**src/pmab_pkg.sv**
```systemverilog
// Package for the PHY management attribute bank: identifiers, constants and reset values.
// Assumes a single 50 MHz clock domain shared by every user of these definitions.
`default_nettype none

package pmab_pkg;

  localparam int unsigned CLK_MHZ = 50;

  localparam logic [15:0] ID_CRC_ERROR = 16'h00A0;
  localparam logic [15:0] ID_BAD_PROTOCOL = 16'h00A1;
  localparam logic [15:0] ID_TX_DROP = 16'h00A2;
  localparam logic [15:0] ID_RX_DROP = 16'h00A3;
  localparam logic [15:0] ID_GOOD_FRAME = 16'h00A4;
  localparam logic [15:0] ID_AVG_EVM = 16'h00A5;
  localparam logic [15:0] ID_SMOOTH_DIV = 16'h00A8;
  localparam logic [15:0] ID_TX_QUEUE = 16'h00B0;
  localparam logic [15:0] ID_RX_QUEUE = 16'h00B1;
  localparam logic [15:0] ID_TX_LATENCY = 16'h00B2;
  localparam logic [15:0] ID_RX_LATENCY = 16'h00B3;
  localparam logic [15:0] ID_GAIN_FLOOR = 16'h00B4;
  localparam logic [15:0] ID_GAIN_STEP_SIZE = 16'h00B5;
  localparam logic [15:0] ID_GAIN_STEP_TOTAL = 16'h00B6;

  // Top identifier bit separates the standard range from the vendor range.
  localparam int unsigned ID_VENDOR_BIT = 15;

  // Implementation constants of this PHY; they never change while running.
  localparam logic [9:0] TX_QUEUE_DEPTH = 10'h004;
  localparam logic [9:0] RX_QUEUE_DEPTH = 10'h004;
  localparam logic [19:0] TX_LATENCY_US = 20'h00064;
  localparam logic [19:0] RX_LATENCY_US = 20'h00064;
  localparam logic [7:0] GAIN_FLOOR_DB = 8'h00;
  localparam logic [2:0] GAIN_STEP_DB = 3'h3;
  localparam logic [7:0] GAIN_STEP_COUNT = 8'h08;
  localparam logic [7:0] SMOOTH_DIVIDER = 8'h00;
  localparam int GAIN_RANGE_MIN_DB = 21;
  localparam int GAIN_STEP_MAX_DB = 6;

  localparam logic [3:0] EVM_BLOCK_LAST = 4'hF;
  localparam logic [15:0] COUNT16_RESET = 16'h0000;
  localparam logic [31:0] COUNT32_RESET = 32'h00000000;
  localparam logic [15:0] EVM_RESET = 16'h0000;
  localparam logic [31:0] DATA_RESET = 32'h00000000;

endpackage

`default_nettype wire

```
**src/pmab_bank.sv**
```systemverilog
// Read-only PHY management attribute bank with statistics and implementation constants.
// Assumes event inputs are synchronous to mclk_i and each high cycle is one event.
`timescale 1ns/1ns
`default_nettype none

module pmab_bank
  import pmab_pkg::*;
(
  input wire logic mclk_i,
  input wire logic rst_i,
  input wire logic phy_attribute_get_i,
  input wire logic [15:0] phy_attribute_id_i,
  output logic phy_attribute_done_o,
  output logic phy_attribute_error_o,
  output logic [31:0] phy_attribute_data_o,
  input wire logic rx_crc_fail_i,
  input wire logic rx_bad_protocol_i,
  input wire logic phy_send_request_i,
  input wire logic tx_queue_full_i,
  input wire logic rx_channel_data_i,
  input wire logic rx_queue_full_i,
  input wire logic rx_frame_good_i,
  input wire logic link_quality_report_i,
  input wire logic [2:0] link_quality_db_i
);

  typedef struct packed {
    logic done;
    logic error;
    logic [31:0] data;
    logic [15:0] blk_sum;
    logic [3:0] blk_cnt;
    logic [15:0] avg_evm;
  } pmab_bank_state_t;

  pmab_bank_state_t state;
  pmab_bank_state_t next_state;

  logic [15:0] stat16 [4];
  logic [3:0] stat16_inc;
  logic [15:0] crc_error_count;
  logic [15:0] bad_protocol_count;
  logic [15:0] tx_drop_count;
  logic [15:0] rx_drop_count;
  logic [31:0] good_frame_count;
  logic [6:0] quality_linear;
  logic [15:0] blk_total;
  logic signed [17:0] ema_diff;
  logic signed [17:0] ema_step;

  // Linear value of 2^(k/2) with three fraction bits, rounded to nearest except k=7, which gives 90 (0x5A) instead of 91.
  function automatic logic [6:0] db_to_linear(input logic [2:0] k);
    case (k)
      3'h0: db_to_linear = 7'h08;
      3'h1: db_to_linear = 7'h0B;
      3'h2: db_to_linear = 7'h10;
      3'h3: db_to_linear = 7'h17;
      3'h4: db_to_linear = 7'h20;
      3'h5: db_to_linear = 7'h2D;
      3'h6: db_to_linear = 7'h40;
      3'h7: db_to_linear = 7'h5A;
      default: db_to_linear = 7'h00;
    endcase
  endfunction

  // True only for identifiers that carry an attribute in this bank.
  function automatic logic attr_known(input logic [15:0] id);
    case (id)
      ID_CRC_ERROR, ID_BAD_PROTOCOL, ID_TX_DROP, ID_RX_DROP, ID_GOOD_FRAME,
      ID_AVG_EVM, ID_SMOOTH_DIV, ID_TX_QUEUE, ID_RX_QUEUE, ID_TX_LATENCY,
      ID_RX_LATENCY, ID_GAIN_FLOOR, ID_GAIN_STEP_SIZE, ID_GAIN_STEP_TOTAL: attr_known = 1'b1;
      default: attr_known = 1'b0;
    endcase
  endfunction

  // Statistics event strobes; drops are qualified by the matching queue state.
  assign stat16_inc[0] = rx_crc_fail_i;
  assign stat16_inc[1] = rx_bad_protocol_i;
  assign stat16_inc[2] = phy_send_request_i & tx_queue_full_i;
  assign stat16_inc[3] = rx_channel_data_i & rx_queue_full_i;

  genvar gi;
  generate
    for (gi = 0; gi < 4; gi++) begin : g_stat16
      pmab_sat_counter #(
        .WIDTH(16)
      ) u_cnt (
        .mclk_i(mclk_i),
        .rst_i(rst_i),
        .inc_i(stat16_inc[gi]),
        .count_o(stat16[gi])
      );
    end
  endgenerate

  pmab_sat_counter #(
    .WIDTH(32)
  ) u_good_frames (
    .mclk_i(mclk_i),
    .rst_i(rst_i),
    .inc_i(rx_frame_good_i),
    .count_o(good_frame_count)
  );

  assign crc_error_count = stat16[0];
  assign bad_protocol_count = stat16[1];
  assign tx_drop_count = stat16[2];
  assign rx_drop_count = stat16[3];

  assign quality_linear = db_to_linear(link_quality_db_i);
  assign blk_total = state.blk_sum + {9'h000, quality_linear};
  // A divider of zero makes the reported figure the plain 16-frame sum.
  assign ema_diff = $signed({2'b00, blk_total}) - $signed({2'b00, state.avg_evm});
  assign ema_step = ema_diff >>> SMOOTH_DIVIDER;

  always_comb begin
    next_state = state;
    next_state.done = phy_attribute_get_i;
    next_state.error = 1'b0;
    next_state.data = DATA_RESET;
    if (link_quality_report_i) begin
      if (state.blk_cnt == EVM_BLOCK_LAST) begin
        next_state.blk_cnt = 4'h0;
        next_state.blk_sum = EVM_RESET;
        next_state.avg_evm = state.avg_evm + ema_step[15:0];
      end else begin
        next_state.blk_cnt = state.blk_cnt + 4'h1;
        next_state.blk_sum = blk_total;
      end
    end
    // The bank has no write path, so every attribute is read-only.
    if (phy_attribute_get_i) begin
      // Vendor range holds nothing here; standard gaps stay reserved.
      if (phy_attribute_id_i[ID_VENDOR_BIT] || !attr_known(phy_attribute_id_i)) begin
        next_state.error = 1'b1;
      end else begin
        // Every field is zero-extended into the 32-bit data word.
        case (phy_attribute_id_i)
          ID_CRC_ERROR: next_state.data = {16'h0000, crc_error_count};
          ID_BAD_PROTOCOL: next_state.data = {16'h0000, bad_protocol_count};
          ID_TX_DROP: next_state.data = {16'h0000, tx_drop_count};
          ID_RX_DROP: next_state.data = {16'h0000, rx_drop_count};
          ID_GOOD_FRAME: next_state.data = good_frame_count;
          ID_AVG_EVM: next_state.data = {16'h0000, state.avg_evm};
          ID_SMOOTH_DIV: next_state.data = {24'h000000, SMOOTH_DIVIDER};
          ID_TX_QUEUE: next_state.data = {22'h000000, TX_QUEUE_DEPTH};
          ID_RX_QUEUE: next_state.data = {22'h000000, RX_QUEUE_DEPTH};
          ID_TX_LATENCY: next_state.data = {12'h000, TX_LATENCY_US};
          ID_RX_LATENCY: next_state.data = {12'h000, RX_LATENCY_US};
          ID_GAIN_FLOOR: next_state.data = {24'h000000, GAIN_FLOOR_DB};
          ID_GAIN_STEP_SIZE: next_state.data = {29'h00000000, GAIN_STEP_DB};
          ID_GAIN_STEP_TOTAL: next_state.data = {24'h000000, GAIN_STEP_COUNT};
          default: next_state.error = 1'b1;
        endcase
      end
    end
  end

  always_ff @(posedge mclk_i or posedge rst_i) begin
    if (rst_i) begin
      state.done <= 1'b0;
      state.error <= 1'b0;
      state.data <= DATA_RESET;
      state.blk_sum <= EVM_RESET;
      state.blk_cnt <= 4'h0;
      state.avg_evm <= EVM_RESET;
    end else begin
      state <= next_state;
    end
  end

  assign phy_attribute_done_o = state.done;
  assign phy_attribute_error_o = state.error;
  assign phy_attribute_data_o = state.data;

  // Every get is answered exactly one cycle later.
  AST_GET_ANSWER: assert property (@(posedge mclk_i) disable iff (rst_i)
    phy_attribute_get_i |=> phy_attribute_done_o && $past(phy_attribute_get_i))
    else $error("get request not answered in one cycle");

  AST_NO_SPURIOUS_DONE: assert property (@(posedge mclk_i) disable iff (rst_i)
    !phy_attribute_get_i |=> !phy_attribute_done_o)
    else $error("answer without a get request");

  AST_VENDOR_ERROR: assert property (@(posedge mclk_i) disable iff (rst_i)
    phy_attribute_get_i && phy_attribute_id_i[15] |=> phy_attribute_error_o)
    else $error("vendor identifier did not report an error");

  AST_STANDARD_GAP_ERROR: assert property (@(posedge mclk_i) disable iff (rst_i)
    phy_attribute_get_i && !phy_attribute_id_i[15] && !attr_known(phy_attribute_id_i)
    |=> phy_attribute_error_o && (phy_attribute_data_o == 32'h00000000))
    else $error("reserved identifier returned data");

  AST_KNOWN_NO_ERROR: assert property (@(posedge mclk_i) disable iff (rst_i)
    phy_attribute_get_i && attr_known(phy_attribute_id_i) |=> !phy_attribute_error_o)
    else $error("defined attribute answered with error");

  AST_CRC_READBACK: assert property (@(posedge mclk_i) disable iff (rst_i)
    phy_attribute_get_i && (phy_attribute_id_i == ID_CRC_ERROR)
    |=> phy_attribute_data_o == {16'h0000, $past(crc_error_count)})
    else $error("crc error count read back wrong");

  AST_TX_DROP_COUNT: assert property (@(posedge mclk_i) disable iff (rst_i)
    phy_send_request_i && tx_queue_full_i && (tx_drop_count != 16'hFFFF)
    |=> tx_drop_count == $past(tx_drop_count) + 16'h0001)
    else $error("transmit drop not counted");

  AST_TX_NO_DROP: assert property (@(posedge mclk_i) disable iff (rst_i)
    !tx_queue_full_i |=> $stable(tx_drop_count))
    else $error("transmit drop counted with queue not full");

  AST_RX_DROP_COUNT: assert property (@(posedge mclk_i) disable iff (rst_i)
    rx_channel_data_i && rx_queue_full_i && (rx_drop_count != 16'hFFFF)
    |=> rx_drop_count == $past(rx_drop_count) + 16'h0001)
    else $error("receive drop not counted");

  AST_GOOD_FRAME_COUNT: assert property (@(posedge mclk_i) disable iff (rst_i)
    rx_frame_good_i && (good_frame_count != 32'hFFFFFFFF)
    |=> good_frame_count == $past(good_frame_count) + 32'h00000001)
    else $error("good frame not counted");

  // Watches the counter that the long saturation run actually drives to all ones.
  AST_COUNT_SATURATES: assert property (@(posedge mclk_i) disable iff (rst_i)
    (crc_error_count == 16'hFFFF) |=> (crc_error_count == 16'hFFFF))
    else $error("statistics counter wrapped");

  AST_TX_DROP_SATURATES: assert property (@(posedge mclk_i) disable iff (rst_i)
    (tx_drop_count == 16'hFFFF) |=> (tx_drop_count == 16'hFFFF))
    else $error("transmit drop counter wrapped");

  AST_EVM_BLOCK_WRAP: assert property (@(posedge mclk_i) disable iff (rst_i)
    link_quality_report_i && (state.blk_cnt == EVM_BLOCK_LAST)
    |=> (state.blk_cnt == 4'h0) && (state.blk_sum == 16'h0000))
    else $error("quality block did not close after 16 frames");

  AST_EVM_HOLD: assert property (@(posedge mclk_i) disable iff (rst_i)
    !(link_quality_report_i && (state.blk_cnt == EVM_BLOCK_LAST)) |=> $stable(state.avg_evm))
    else $error("averaged figure moved inside a block");

  AST_QUALITY_LINEAR: assert property (@(posedge mclk_i) disable iff (rst_i)
    link_quality_report_i && (link_quality_db_i == 3'h6) |-> quality_linear == 7'h40)
    else $error("quality conversion wrong");

  AST_TX_QUEUE_CONST: assert property (@(posedge mclk_i) disable iff (rst_i)
    phy_attribute_get_i && (phy_attribute_id_i == ID_TX_QUEUE)
    |=> phy_attribute_data_o == {22'h000000, TX_QUEUE_DEPTH})
    else $error("transmit queue depth read back wrong");

  AST_GAIN_FLOOR_LIMIT: assert property (@(posedge mclk_i) disable iff (rst_i)
    $signed(GAIN_FLOOR_DB) <= 0)
    else $error("minimum gain above 0dB");

  AST_GAIN_STEP_LIMIT: assert property (@(posedge mclk_i) disable iff (rst_i)
    int'(GAIN_STEP_DB) <= GAIN_STEP_MAX_DB)
    else $error("gain step above 6dB");

  AST_GAIN_RANGE: assert property (@(posedge mclk_i) disable iff (rst_i)
    int'($signed(GAIN_FLOOR_DB)) + (int'(GAIN_STEP_COUNT) - 1) * int'(GAIN_STEP_DB)
    >= GAIN_RANGE_MIN_DB)
    else $error("gain range below 21dB");

  AST_CRC_COUNT: assert property (@(posedge mclk_i) disable iff (rst_i)
    rx_crc_fail_i && (crc_error_count != 16'hFFFF)
    |=> crc_error_count == $past(crc_error_count) + 16'h0001)
    else $error("crc failure not counted");

  AST_BAD_PROTOCOL_COUNT: assert property (@(posedge mclk_i) disable iff (rst_i)
    rx_bad_protocol_i && (bad_protocol_count != 16'hFFFF)
    |=> bad_protocol_count == $past(bad_protocol_count) + 16'h0001)
    else $error("invalid protocol field not counted");

  AST_RX_NO_DROP: assert property (@(posedge mclk_i) disable iff (rst_i)
    !rx_queue_full_i |=> $stable(rx_drop_count))
    else $error("receive drop counted with queue not full");

  AST_ERROR_WITH_DONE: assert property (@(posedge mclk_i) disable iff (rst_i)
    phy_attribute_error_o |-> phy_attribute_done_o)
    else $error("error flag raised without an answer");

  AST_ERROR_DATA_ZERO: assert property (@(posedge mclk_i) disable iff (rst_i)
    phy_attribute_error_o |-> (phy_attribute_data_o == 32'h00000000))
    else $error("error answer carried data");

  AST_IDLE_DATA_ZERO: assert property (@(posedge mclk_i) disable iff (rst_i)
    !phy_attribute_done_o |-> (phy_attribute_data_o == 32'h00000000))
    else $error("data shown without an answer");

  AST_GOOD_FRAME_READBACK: assert property (@(posedge mclk_i) disable iff (rst_i)
    phy_attribute_get_i && (phy_attribute_id_i == ID_GOOD_FRAME)
    |=> phy_attribute_data_o == $past(good_frame_count))
    else $error("good frame count read back wrong");

  AST_EVM_READBACK: assert property (@(posedge mclk_i) disable iff (rst_i)
    phy_attribute_get_i && (phy_attribute_id_i == ID_AVG_EVM)
    |=> phy_attribute_data_o == {16'h0000, $past(state.avg_evm)})
    else $error("averaged figure read back wrong");

  AST_SMOOTH_READBACK: assert property (@(posedge mclk_i) disable iff (rst_i)
    phy_attribute_get_i && (phy_attribute_id_i == ID_SMOOTH_DIV)
    |=> phy_attribute_data_o == {24'h000000, SMOOTH_DIVIDER})
    else $error("smoothing divider read back wrong");

  AST_RX_QUEUE_CONST: assert property (@(posedge mclk_i) disable iff (rst_i)
    phy_attribute_get_i && (phy_attribute_id_i == ID_RX_QUEUE)
    |=> phy_attribute_data_o == {22'h000000, RX_QUEUE_DEPTH})
    else $error("receive queue depth read back wrong");

  AST_TX_LATENCY_CONST: assert property (@(posedge mclk_i) disable iff (rst_i)
    phy_attribute_get_i && (phy_attribute_id_i == ID_TX_LATENCY)
    |=> phy_attribute_data_o == {12'h000, TX_LATENCY_US})
    else $error("transmit latency read back wrong");

  AST_RX_LATENCY_CONST: assert property (@(posedge mclk_i) disable iff (rst_i)
    phy_attribute_get_i && (phy_attribute_id_i == ID_RX_LATENCY)
    |=> phy_attribute_data_o == {12'h000, RX_LATENCY_US})
    else $error("receive latency read back wrong");

  AST_GAIN_STEP_READBACK: assert property (@(posedge mclk_i) disable iff (rst_i)
    phy_attribute_get_i && (phy_attribute_id_i == ID_GAIN_STEP_SIZE)
    |=> phy_attribute_data_o == {29'h00000000, GAIN_STEP_DB})
    else $error("gain step size read back wrong");

  AST_QUALITY_ZERO: assert property (@(posedge mclk_i) disable iff (rst_i)
    link_quality_report_i && (link_quality_db_i == 3'h0) |-> quality_linear == 7'h08)
    else $error("quality conversion of zero wrong");

  // Inside a block each report must advance the count and add its linear value.
  AST_EVM_BLOCK_STEP: assert property (@(posedge mclk_i) disable iff (rst_i)
    link_quality_report_i && (state.blk_cnt != EVM_BLOCK_LAST)
    |=> (state.blk_cnt == $past(state.blk_cnt) + 4'h1) && (state.blk_sum == $past(blk_total)))
    else $error("quality block did not accumulate");

endmodule // pmab_bank

`default_nettype wire

```
**src/pmab_sat_counter.sv**
```systemverilog
// Saturating event counter used for the statistics attributes.
// Assumes inc_i is a synchronous one-cycle-per-event level on mclk_i.
`timescale 1ns/1ns
`default_nettype none

module pmab_sat_counter #(
  parameter int WIDTH = 16
) (
  input wire logic mclk_i,
  input wire logic rst_i,
  input wire logic inc_i,
  output logic [WIDTH-1:0] count_o
);

  typedef struct packed {
    logic [WIDTH-1:0] count;
  } pmab_cnt_state_t;

  pmab_cnt_state_t state;
  pmab_cnt_state_t next_state;

  always_comb begin
    next_state = state;
    // Holding at all ones keeps a long-running count meaningful instead of wrapping.
    if (inc_i && (state.count != {WIDTH{1'b1}})) begin
      next_state.count = state.count + {{(WIDTH-1){1'b0}}, 1'b1};
    end
  end

  always_ff @(posedge mclk_i or posedge rst_i) begin
    if (rst_i) begin
      state.count <= '0;
    end else begin
      state <= next_state;
    end
  end

  assign count_o = state.count;

endmodule // pmab_sat_counter

`default_nettype wire

```
**config.mk**
```make
export PLATFORM = sky130hd
export DESIGN_NAME = pmab_bank
export DESIGN_NICKNAME = d
export VERILOG_FILES = /design/src/pmab_pkg.sv /design/src/pmab_bank.sv /design/src/pmab_sat_counter.sv
export SDC_FILE = /design/constraint.sdc
export NUM_CORES = 1
export LEC_CHECK = 0
export ABC_AREA = 1
export BUFFER_PORTS_ARGS = -buffer_cell sky130_fd_sc_hd__buf_2
export CORE_ASPECT_RATIO = 0.7
export CORE_UTILIZATION = 61
export CTS_CLUSTER_SIZE = 20
export DETAILED_ROUTE_END_ITERATION = 16
export GPL_TIMING_DRIVEN = 0
export HOLD_SLACK_MARGIN = 0.05
export PLACE_DENSITY = 0.81
export SYNTH_ARGS = -nofsm -noshare
export SYNTH_HDL_FRONTEND = slang
export SYNTH_SLANG_ARGS = --single-unit
```
**constraint.sdc**
```tcl
create_clock -name mclk_i -period 6.3 [get_ports mclk_i]
set_clock_uncertainty 0.1 [all_clocks]
set_input_delay 0.63 -clock mclk_i [delete_from_list [all_inputs] [get_ports mclk_i]]
set_output_delay 0.63 -clock mclk_i [all_outputs]
set_load 0.005 [all_outputs]
```
Yosys cells after proc, flatten, opt, wreduce, memory -nomap -nowiden
Memories as Yosys holds them, arrays and structs flattened.
Index checks and enable logic that the tools add are counted.
{"block": "totals", "mem_count": 1, "ff_bits": 166, "rom_bits": 56}
{"memory": "(name not given)", "words": 8, "width": 7, "rd": 1, "rd_ports_with_merged_regs": 0, "wr": 0, "line": "pmab_bank.sv:53", "rtl": "case (k)"}
{"block": "op_classes", "n_reduce_logical": 11, "n_eq_ne": 20, "n_bitwise": 2, "add_sub_neg": 9, "n_mux": 8}
{"operator": "32-bit one-hot mux with 10 select lines", "n": 1}
{"operator": "16-bit by 8-bit equality test with 1-bit output, second input constant", "n": 14}
{"operator": "16-bit by 1-bit adder with 16-bit output, second input constant", "n": 4}
{"operator": "16-bit inequality test, second input constant", "n": 4}
{"operator": "33-bit two-way mux", "n": 1}
{"operator": "32-bit by 1-bit adder with 32-bit output, second input constant", "n": 1}
{"operator": "32-bit two-way mux", "n": 1}
{"operator": "32-bit inequality test, second input constant", "n": 1}
{"operator": "20-bit two-way mux", "n": 1}
{"operator": "16-bit adder", "n": 1}
{"operator": "16-bit by 7-bit adder with 16-bit output", "n": 1}
{"operator": "16-bit subtractor", "n": 1}
{"operator": "14-bit OR reduction", "n": 1}
{"operator": "1-bit logical AND", "n": 5}
{"operator": "4-bit by 1-bit adder with 4-bit output, second input constant", "n": 1}
{"operator": "4-bit equality test, second input constant", "n": 1}
{"operator": "1-bit two-way mux", "n": 4}
{"operator": "2-bit OR reduction", "n": 2}
{"operator": "1-bit AND", "n": 2}
{"operator": "2-bit AND reduction", "n": 1}
{"operator": "1-bit logical NOT", "n": 1}
{"operator": "1-bit logical OR", "n": 1}

Longest topological paths before layout
Gate-level depths: netlist (run 1).
{"block": "logic_depth", "depth_word": 8, "ltp_mapped": 25, "depth_no_buf": 25}

Hierarchy
Synthesis (run 1) repeated with hierarchy kept, for this count alone.
{"block": "unflattened", "cells_unflattened": 1636, "area_unflattened_um2": 11507.3}
{"module": "pmab_bank", "cells_per_inst": 675, "seq_area_each_um2": 1751.7, "n_inst": 1, "area_per_inst_um2": 4971.0}
{"module": "pmab_sat_counter (g_stat16[0].u_cnt ...)", "cells_per_inst": 150, "seq_area_each_um2": 400.4, "n_inst": 4, "area_per_inst_um2": 1069.8}
{"module": "pmab_sat_counter (u_good_frames)", "cells_per_inst": 361, "seq_area_each_um2": 800.8, "n_inst": 1, "area_per_inst_um2": 2257.2}

Worst setup path before layout (run 1)
Ideal clock, no wire load.
{"block": "synth_path", "path_kind": "input-to-reg", "from": "in link_quality_db_i[1]", "to": "reg state[14] (netlist name)", "path_stages": 23, "setup_slack_ns": 2.820, "t_arrival_ns": 3.262, "setup_time_ns": 0.117, "path_cell_list": "nand2_1 > inv_1 > nor2_1 > o21a_1 > ha_1 > or2_2 > nand2_1 > o21bai_1 > xor2_1 > inv_1 > ha_1 > nand2_1 > nor3_1 > nor2_1 > o21a_1 > nor2_1 > nand2_1 > nand2_2 > nand2_2 > nand2_1 > nand3_1 > nand3_1 > nand2_1"}
{"block": "synth_via", "elab_chain_len": 4}
{"item": "start, declared", "line": "pmab_bank.sv:24", "rtl": "input wire logic [2:0] link_quality_db_i"}
{"item": "memory 8 x 7 bit"}
{"item": "16-bit by 7-bit adder with 16-bit output", "line": "pmab_bank.sv:111", "rtl": "assign blk_total = state.blk_sum + {9'h000, quality_linear};"}
{"item": "16-bit subtractor", "line": "pmab_bank.sv:113", "rtl": "assign ema_diff = $signed({2'b00, blk_total}) - $signed({2'b00, state.avg_evm});"}
{"item": "16-bit adder", "line": "pmab_bank.sv:125", "rtl": "next_state.avg_evm = state.avg_evm + ema_step[15:0];"}
{"item": "end signal, assigned", "line": "pmab_bank.sv:168", "rtl": "state <= next_state;"}
{"item": "end, declared", "line": "pmab_bank.sv:36", "rtl": "pmab_bank_state_t state;"}
Every way passes these cells.
A chain may end at the register's enable or synchronous reset.

Final worst setup path (run 1)
Same ends and word-level chain as after synthesis.

==> impl_results.md, run 1 <==
- Post-DP Area: 10100 um^2
- Largest net degree at the start of global routing: 92
- Commonest register cell after synthesis: dfrtp_1
- Cts hold-fix bufs: 0
- Reg clk slew, reported paths: 70 ps
- Die W: 151 um
- R2R cell count: 21
- Rel. slew slack: 45.9%
- N_diodes: 0
- Number of synthesized flops with an enable pin: 0
- Final-stage net count: 1274
- CP top delay family: simple AND/OR/NAND/NOR gates
- Max Slew Vio Count: 0
- Synth Area per Inst: 8.35 um^2
- Post-Syn Nets: 1191
- Total track usage: 31.5%
- Max Clock Freq: 0.276 GHz
- Register share of total power: 35.6%
- Num ports: 64
- Gpl congestion: 0.943
- Worst VDD drop: 0.358 mV
- Residual DRC count: 0
- Clk pwr share: 26.0%
- Post-CTS Resized: 0
- Die H: 106 um
- CP arrival: 3840 ps
- Critical R2R Capture: state[15]$_DFFE_PP0P_
- Final WS setup: 2680 ps
- Count of input and output buffers: 63
- Bufs and invs on worst path: 3
- Outcome: complete, no violations
- Floorplan row count: 37
- Non-Filler Cell Area, Final: 10700 um^2
- CTS max path bufs: 2
- Final hold vios: 0
- First-pass GRT wire length: 38.2 mm
- Leakage power figure: 0.00544 uW
- RSZ-0062 raised after global routing: no
- CTS Sinks: 166
- Top area cells in the synthesized netlist: dfrtp_1 44%, nand2_1 9.6%, xor2_1 7.4%, inv_1 5.3%, ha_1 3.6%
- Min Tclk post-route: 3620 ps
- CTS tree: done
- Post-DP HPWL: 17.5 mm
- Worst setup SP type: input pin
- Initial Util: 63.4%
- Hold Path Class: in2async
- Clk_lat worst skew: 430 ps
- Synth Register Bits: 166
- R2R setup slack: 2880 ps
- Finished Layout Cells: 1424
- DRT Wirelength: 23.5 mm
- Share of the synthesized area in the top cell type: 43.9%
- Average wire per cell in the routed design: 16.5 um
- H-tree Lvls: 4
- Synthesized area: 9460 um^2
- Crit Path Max Fanout: 5
- Vias in the first global route: 7668
- Total grt overflow: 0
- Core region area: 14900 um^2
- Unique masters post-synth: 48
- Final core utilization: 71.6%
- Final Setup Violations: 0
- PD cells: 397 nW/um^2
- Yosys warning count: 0
- Initial antenna violation count: 0
- Most used cell, CP: nand2_1
- Die ar.: 16000 um^2
- MaxCap Viol Count: 0
- Worst path slowest cell: ha_1
- Iter 0 DRT Violations: 759
- Worst path cell trace: buf_2 -> nand2_1 -> inv_1 -> nor2_1 -> o21a_1 -> ha_1 -> or2_2 -> nand2_1 -> o21bai_1 -> xor2_1 -> inv_1 -> ha_1 -> nand2_1 -> nor3_1 -> nor2_1 -> o21a_1 -> nor2_1 -> nand2_1 -> nand2_2 -> nand2_2 -> nand2_1 -> nand3_1 -> nand3_1 -> nand2_1
- TritonRoute pass-1 iters: 5
- Via density: 5.71
- Post-Syn Instances: 1133
- Placed cells: 1392
- Total CTS buffers: 17
- Layout cells sized above 1: 15.6%
- Final period util: 57.4%
- Logic gate share of total power: 38.4%
- Slew @ Worst Pin: 812 ps
- P&R area growth vs syn: 12.8%
- Max incr delay on CP: 360 ps
- Sequential element share of the synthesized area: 43.9%
- Sw frac: 40.1%
- Post-CTS Setup Inserts: 0
- Sw Pwr: 1700 uW
- Reg-to-Reg Start: state[20]$_DFFE_PP0P_
- WS Path Type: in2reg
- DRT antenna net count: 0
- Hold WS: 182 ps
- Area leader, netlist: dfrtp_1
- P_int: 2540 uW
- CP Capture Type: flop
- Via count: 8135
- Ys async rst share: 100%
- Setup WS pre-CTS: 2290 ps
- CTS root buffer: clkbuf_16
- Worst Path Required: 6520 ps
[layout make-up]
type,instances,area [um^2]
Buffer,47,315
Timing Repair Buffer,64,343
Fill cell,1134,4240
Inverter,140,533
Multi-Input combinational cell,780,4460
Clock buffer,17,425
Clock inverter,15,189
Sequential cell,166,4150
Tap cell,195,244
[state kept, by name, summed over array words and instances, names as in the netlist]
register,flops
phy_attribute_error_o,1
phy_attribute_data_o,32
state,36
u_good_frames.count_o,32
phy_attribute_done_o,1
g_stat16.u_cnt.count_o,64
[synthesized netlist by cell type, types with 4 or more instances]
library cell  number
o221ai_1           4
a41oi_1            4
nand3_2            6
xor2_1            80
a31oi_1            7
nand2_1          242
inv_1            134
dfrtp_1          166
xnor2_1           18
ha_1              27
a211oi_1           4
o22ai_1           16
buf_4             35
o21ai_0           35
nor2_1            90
a221oi_1           6
nand3_1           67
nor4_1             9
nor2_4             6
buf_2              6
nor3_1            37
a21oi_1           33
clkbuf_1           6
or2_2              4
nor2_2             8
nand4_1           23
nand2_2           15
[worst register-to-register path: stages, from the launching register on]
cell and delay, ps:
dfrtp_1 390, ha_1 230, fa_1 400, nand2_1 80, nand2_1 120, nand2_1 150
o21bai_1 130, xor2_1 210, inv_1 90, ha_1 350, nand2_1 80, o21ai_0 170
a21o_1 160, inv_1 50, nor2_1 110, nand2_1 70, nand3_2 70, nand2_1 70
nand2_1 70, nand2_1 60, nand3_1 80, nand2_1 60
[worst max-delay path by stage]
stage	startpoint	to	slack, ps	cells past startpoint
3_5_place_dp	link_quality_db_i[1]	state[14]$_DFFE_PP0P_	2290	24
6_report	link_quality_db_i[1]	state[14]$_DFFE_PP0P_	2680	24
2_1_floorplan	rst_i	g_stat16[0].u_cnt.count_o[0]$_DFFE_PP0P_	1080	1
4_1_cts	link_quality_db_i[1]	state[14]$_DFFE_PP0P_	2720	24
3_3_place_gp	rst_i	g_stat16[3].u_cnt.count_o[15]$_DFFE_PP0P_	-750	2
5_1_grt	link_quality_db_i[1]	state[14]$_DFFE_PP0P_	2390	24
[cell usage in the layout, fill, tap and decap left out, drive strengths merged, types with 3 or more instances in the layout]
cell	synthesis	final
a41oi	4	4
o21ai	37	37
nand4	25	25
a22o	3	3
buf	41	105
clkbuf	6	23
o221ai	4	4
xor2	80	80
nor3	40	40
nor2	104	104
nor3b	6	6
nand2	259	259
ha	27	27
a21oi	35	35
o21a	3	3
a31oi	7	7
bufinv	0	3
inv	137	144
a221oi	6	6
xnor2	18	18
nand3	73	73
or2	4	4
a211oi	4	4
clkinv	3	7
o22ai	16	16
dfrtp	166	166
o21bai	3	3
nor4	9	9
[routing by layer]
layer  up-vias  wire length, um  GRT usage (%)
met1      3855            10600           44.8
met5         -               82           4.33
li1       3864                -              -
met2       368            10200           46.3
met3        46             2190           8.54
met4         2              457           9.79
[power by group through the flow]
| stage | combinational, uW | sequential, uW | clock, uW |
|---|---|---|---|
| after CTS | 1620 | 1500 | 1110 |
| after global routing | 1870 | 1540 | 1150 |
| final | 1630 | 1510 | 1100 |
| after global placement | 1550 | 1510 | 0 |
| after floorplan | 1300 | 1460 | 0 |
| after detailed placement | 1600 | 1510 | 0 |
[cell families (layout without fill, tap and decap cells)]
logic type	count (synthesis)	count (layout)	share of synthesized area, %
adders and majority gates	28	28	3.78
DFF	166	166	43.9
xor gates and xnor gates	98	98	9.08
AOI/OAI and AO/OA	130	130	8.47
buffers and inverters	187	283	8.89
and+or+nand+nor	524	524	25.9
[metrics by stage]
step	power [uW]	TNS, ps
detailed placement	3120	0
finish	4240	0
global route	4560	0
CTS	4230	0
floorplan	2750	0
global placement	3060	-122630
(Power assumes the default switching activity.)
==> inputs of run 2 (changes only) <==
- clock period: 6.3 -> 3.8 ns (I/O delays scaled with it)
==> impl_results.md, run 2 (synthesis gave the netlist of run 1 again) <==
- CTS Sinks: 166 (unchanged)
- Post-CTS Resized: 0 (unchanged)
- Max Clock Freq: 0.291 GHz
- Crit Path Max Fanout: 4 (was 5)
- Post-DP HPWL: 17.6 mm (was 17.5 mm)
- Reg-to-Reg Start: state[20]$_DFFE_PP0P_ (unchanged)
- Min Tclk post-route: 3440 ps
- Worst path slowest cell: fa_1 (was ha_1)
- N_diodes: 0 (unchanged)
- Slew @ Worst Pin: 799 ps (was 812 ps)
- Outcome: complete, no violations (unchanged)
- Post-DP Area: 10100 um^2 (about the same)
- MaxCap Viol Count: 0 (unchanged)
- Total CTS buffers: 17 (unchanged)
- R2R cell count: 21 (unchanged)
- Hold Path Sink: g_stat16[3].u_cnt.count_o[2]$_DFFE_PP0P_
- WS Path Type: reg2reg (was in2reg)
- CTS tree: done (unchanged)
- Die ar.: 16000 um^2 (unchanged)
- Gpl congestion: 0.973 (was 0.943)
- Max Slew Vio Count: 0 (unchanged)
- Layout cells sized above 1: 15.6% (about the same)
- Worst path cell trace: ha_1 -> fa_1 -> nand2_1 -> nand2_1 -> nand2_1 -> o21bai_1 -> xor2_1 -> inv_1 -> ha_1 -> nand2_1 -> nor3_1 -> a21o_1 -> inv_1 -> nor2_1 -> nand2_1 -> nand3_2 -> nand2_1 -> nand2_1 -> nand2_1 -> nand3_1 -> nand2_1 (was buf_2 -> nand2_1 -> inv_1 -> nor2_1 -> o21a_1 -> ha_1 -> or2_2 -> nand2_1 -> o21bai_1 -> xor2_1 -> inv_1 -> ha_1 -> nand2_1 -> nor3_1 -> nor2_1 -> o21a_1 -> nor2_1 -> nand2_1 -> nand2_2 -> nand2_2 -> nand2_1 -> nand3_1 -> nand3_1 -> nand2_1)
- Critical R2R Capture: state[15]$_DFFE_PP0P_ (unchanged)
- CTS max path bufs: 2 (unchanged)
- TritonRoute pass-1 iters: 5 (unchanged)
- CP Capture Type: flop (unchanged)
- Die W: 151 um (unchanged)
- DRT Wirelength: 23.3 mm (was 23.5 mm)
- Floorplan row count: 37 (unchanged)
- Fillers: 1149 (was 1134)
- Core region area: 14900 um^2 (unchanged)
- CTS root buffer: clkbuf_16 (unchanged)
- Leakage power figure: 0.00544 uW (about the same)
- Hold Path Class: in2reg (was in2async)
- Register area: 4150 um^2 (unchanged)
- Worst Path Required: 4030 ps (was 6520 ps)
- DRT antenna net count: 0 (unchanged)
- Final Setup Violations: 0 (unchanged)
- Via density: 5.61 (was 5.71)
- Max incr delay on CP: 400 ps (was 360 ps)
- Largest register FFs: 64 (unchanged)
- Final period util: 90.4%
- Iter 0 DRT Violations: 685 (was 759)
- Rel. slew slack: 46.6% (was 45.9%)
- First-pass GRT wire length: 37.8 mm (was 38.2 mm)
- CP arrival: 3660 ps (was 3840 ps)
- Reg clk slew, reported paths: 60 ps (was 70 ps)
- Final hold vios: 0 (unchanged)
- RSZ-0062 raised after global routing: no (unchanged)
- Vias in the first global route: 7511 (was 7668)
- Die H: 106 um (unchanged)
- Non-Filler Cell Area, Final: 10700 um^2 (about the same)
- PD cells: 645 nW/um^2 (was 397 nW/um^2)
- Num ports: 64 (unchanged)
- Worst setup SP type: flop (was input pin)
- H-tree Lvls: 4 (unchanged)
- Final-stage net count: 1279 (was 1274)
- R2R setup slack: 360 ps (was 2880 ps)
- Count of input and output buffers: 63 (unchanged)
- P&R area growth vs syn: 13.0% (was 12.8%)
- Placed cells: 1395 (was 1392)
- Depth of the worst hold-timing path: 3
- Most common cell after layout, fill and taps aside: nand2_1 (unchanged)
- Most frequent cells in the layout: 242 x nand2_1, 166 x dfrtp_1, 133 x inv_1 (unchanged)
- Total track usage: 31.2% (was 31.5%)
- Worst VDD drop: 0.540 mV (was 0.358 mV)
- Finished Layout Cells: 1429 (was 1424)
- Total grt overflow: 0 (unchanged)
- Via count: 8011 (was 8135)
- Residual DRC count: 0 (unchanged)
- Largest net degree at the start of global routing: 41 (was 92)
- Initial antenna violation count: 0 (unchanged)
- Most used cell, CP: nand2_1 (unchanged)
- Post-CTS Setup Inserts: 0 (unchanged)
- Initial Util: 63.4% (unchanged)
- Worst hold start: rx_channel_data_i
- Average wire per cell in the routed design: 16.3 um (was 16.5 um)
- Multi-input logic area: 4460 um^2 (unchanged)
- Clk_lat worst skew: 440 ps (was 430 ps)
-- run 2: cell count changes in the layout (fill, tap and decap cells not counted), sizes merged --
cell | previous run | this run
clkinv | 7 | 10
clkbuf | 23 | 25
clkinvlp | 1 | 4
buf | 105 | 108
bufinv | 3 | 1
inv | 144 | 138
dlygate4sd3 | 0 | 2
-- run 2: how the worst max path moves through the flow --
| stage | slack (ps) | depth (start not counted) | endpoint | startpoint |
|---|---|---|---|---|
| floorplan | 570 | 23 | state[14]$_DFFE_PP0P_ | link_quality_db_i[1] |
| global placement | 90 | 24 | state[14]$_DFFE_PP0P_ | link_quality_db_i[1] |
| detailed placement | -10 | 24 | state[14]$_DFFE_PP0P_ | link_quality_db_i[1] |
| CTS | 360 | 21 | state[15]$_DFFE_PP0P_ | state[20]$_DFFE_PP0P_ |
| global route | 30 | 21 | state[15]$_DFFE_PP0P_ | state[20]$_DFFE_PP0P_ |
| finish | 360 | 21 | state[15]$_DFFE_PP0P_ | state[20]$_DFFE_PP0P_ |
-- run 2: timing repair --
item,4_1_cts,5_1_grt
setup endpoints to repair,0,0
endpoints found under the hold margin,35,0
hold buffers,2,0
-- run 2: worst max-delay path, delay by kind of cell, from the launching register on --
| kind | cells | cell delay, ps |
|---|---|---|
| compound gates | 2 | 310 |
| buf+inv | 2 | 140 |
| simple gates | 13 | 1170 |
| flops | 1 | 390 |
| fa+ha+maj | 3 | 990 |
| xor+xnor | 1 | 210 |
-- run 2: stage by stage --
stage	hold WS (ps)	util [%]	setup WS, ps	total power, uW	setup TNS, ps
after floorplan	311	-	570	4570	0
after global placement	357	67.2	93.4	5060	0
after detailed placement	358	67.8	-11.8	5170	-11.8
after CTS	142	71.7	364	6880	0
after global routing	155	71.7	34.2	7390	0
final	146	71.7	363	6900	0
-- run 2: power by group --
group          switching [uW]  internal (uW)
clock network             756            910
logic                    1710           1030
registers                 361           2130
-- run 2: layout make-up --
type / instances / share of cell area (%)
plain buffers: 47 / 2.95
clock buffers: 19 / 4.05
clock inverters: 13 / 1.18
inverters: 140 / 4.95
multi-input cells: 780 / 41.8
flip-flops and latches: 166 / 38.9
well taps: 195 / 2.28
repair buffers: 69 / 3.96
-- run 2: layer usage --
| metal | global-route usage (%) | vias up | wire [um] | part of all wire (%) |
|---|---|---|---|---|
| li1 | - | 3849 | - | - |
| met1 | 47.2 | 3808 | 11100 | 48 |
| met2 | 43.8 | 319 | 9830 | 42 |
| met3 | 8.50 | 35 | 2020 | 8.7 |
| met4 | 7.79 | 0 | 347 | 1.5 |
| met5 | 0 | - | 0 | 0 |
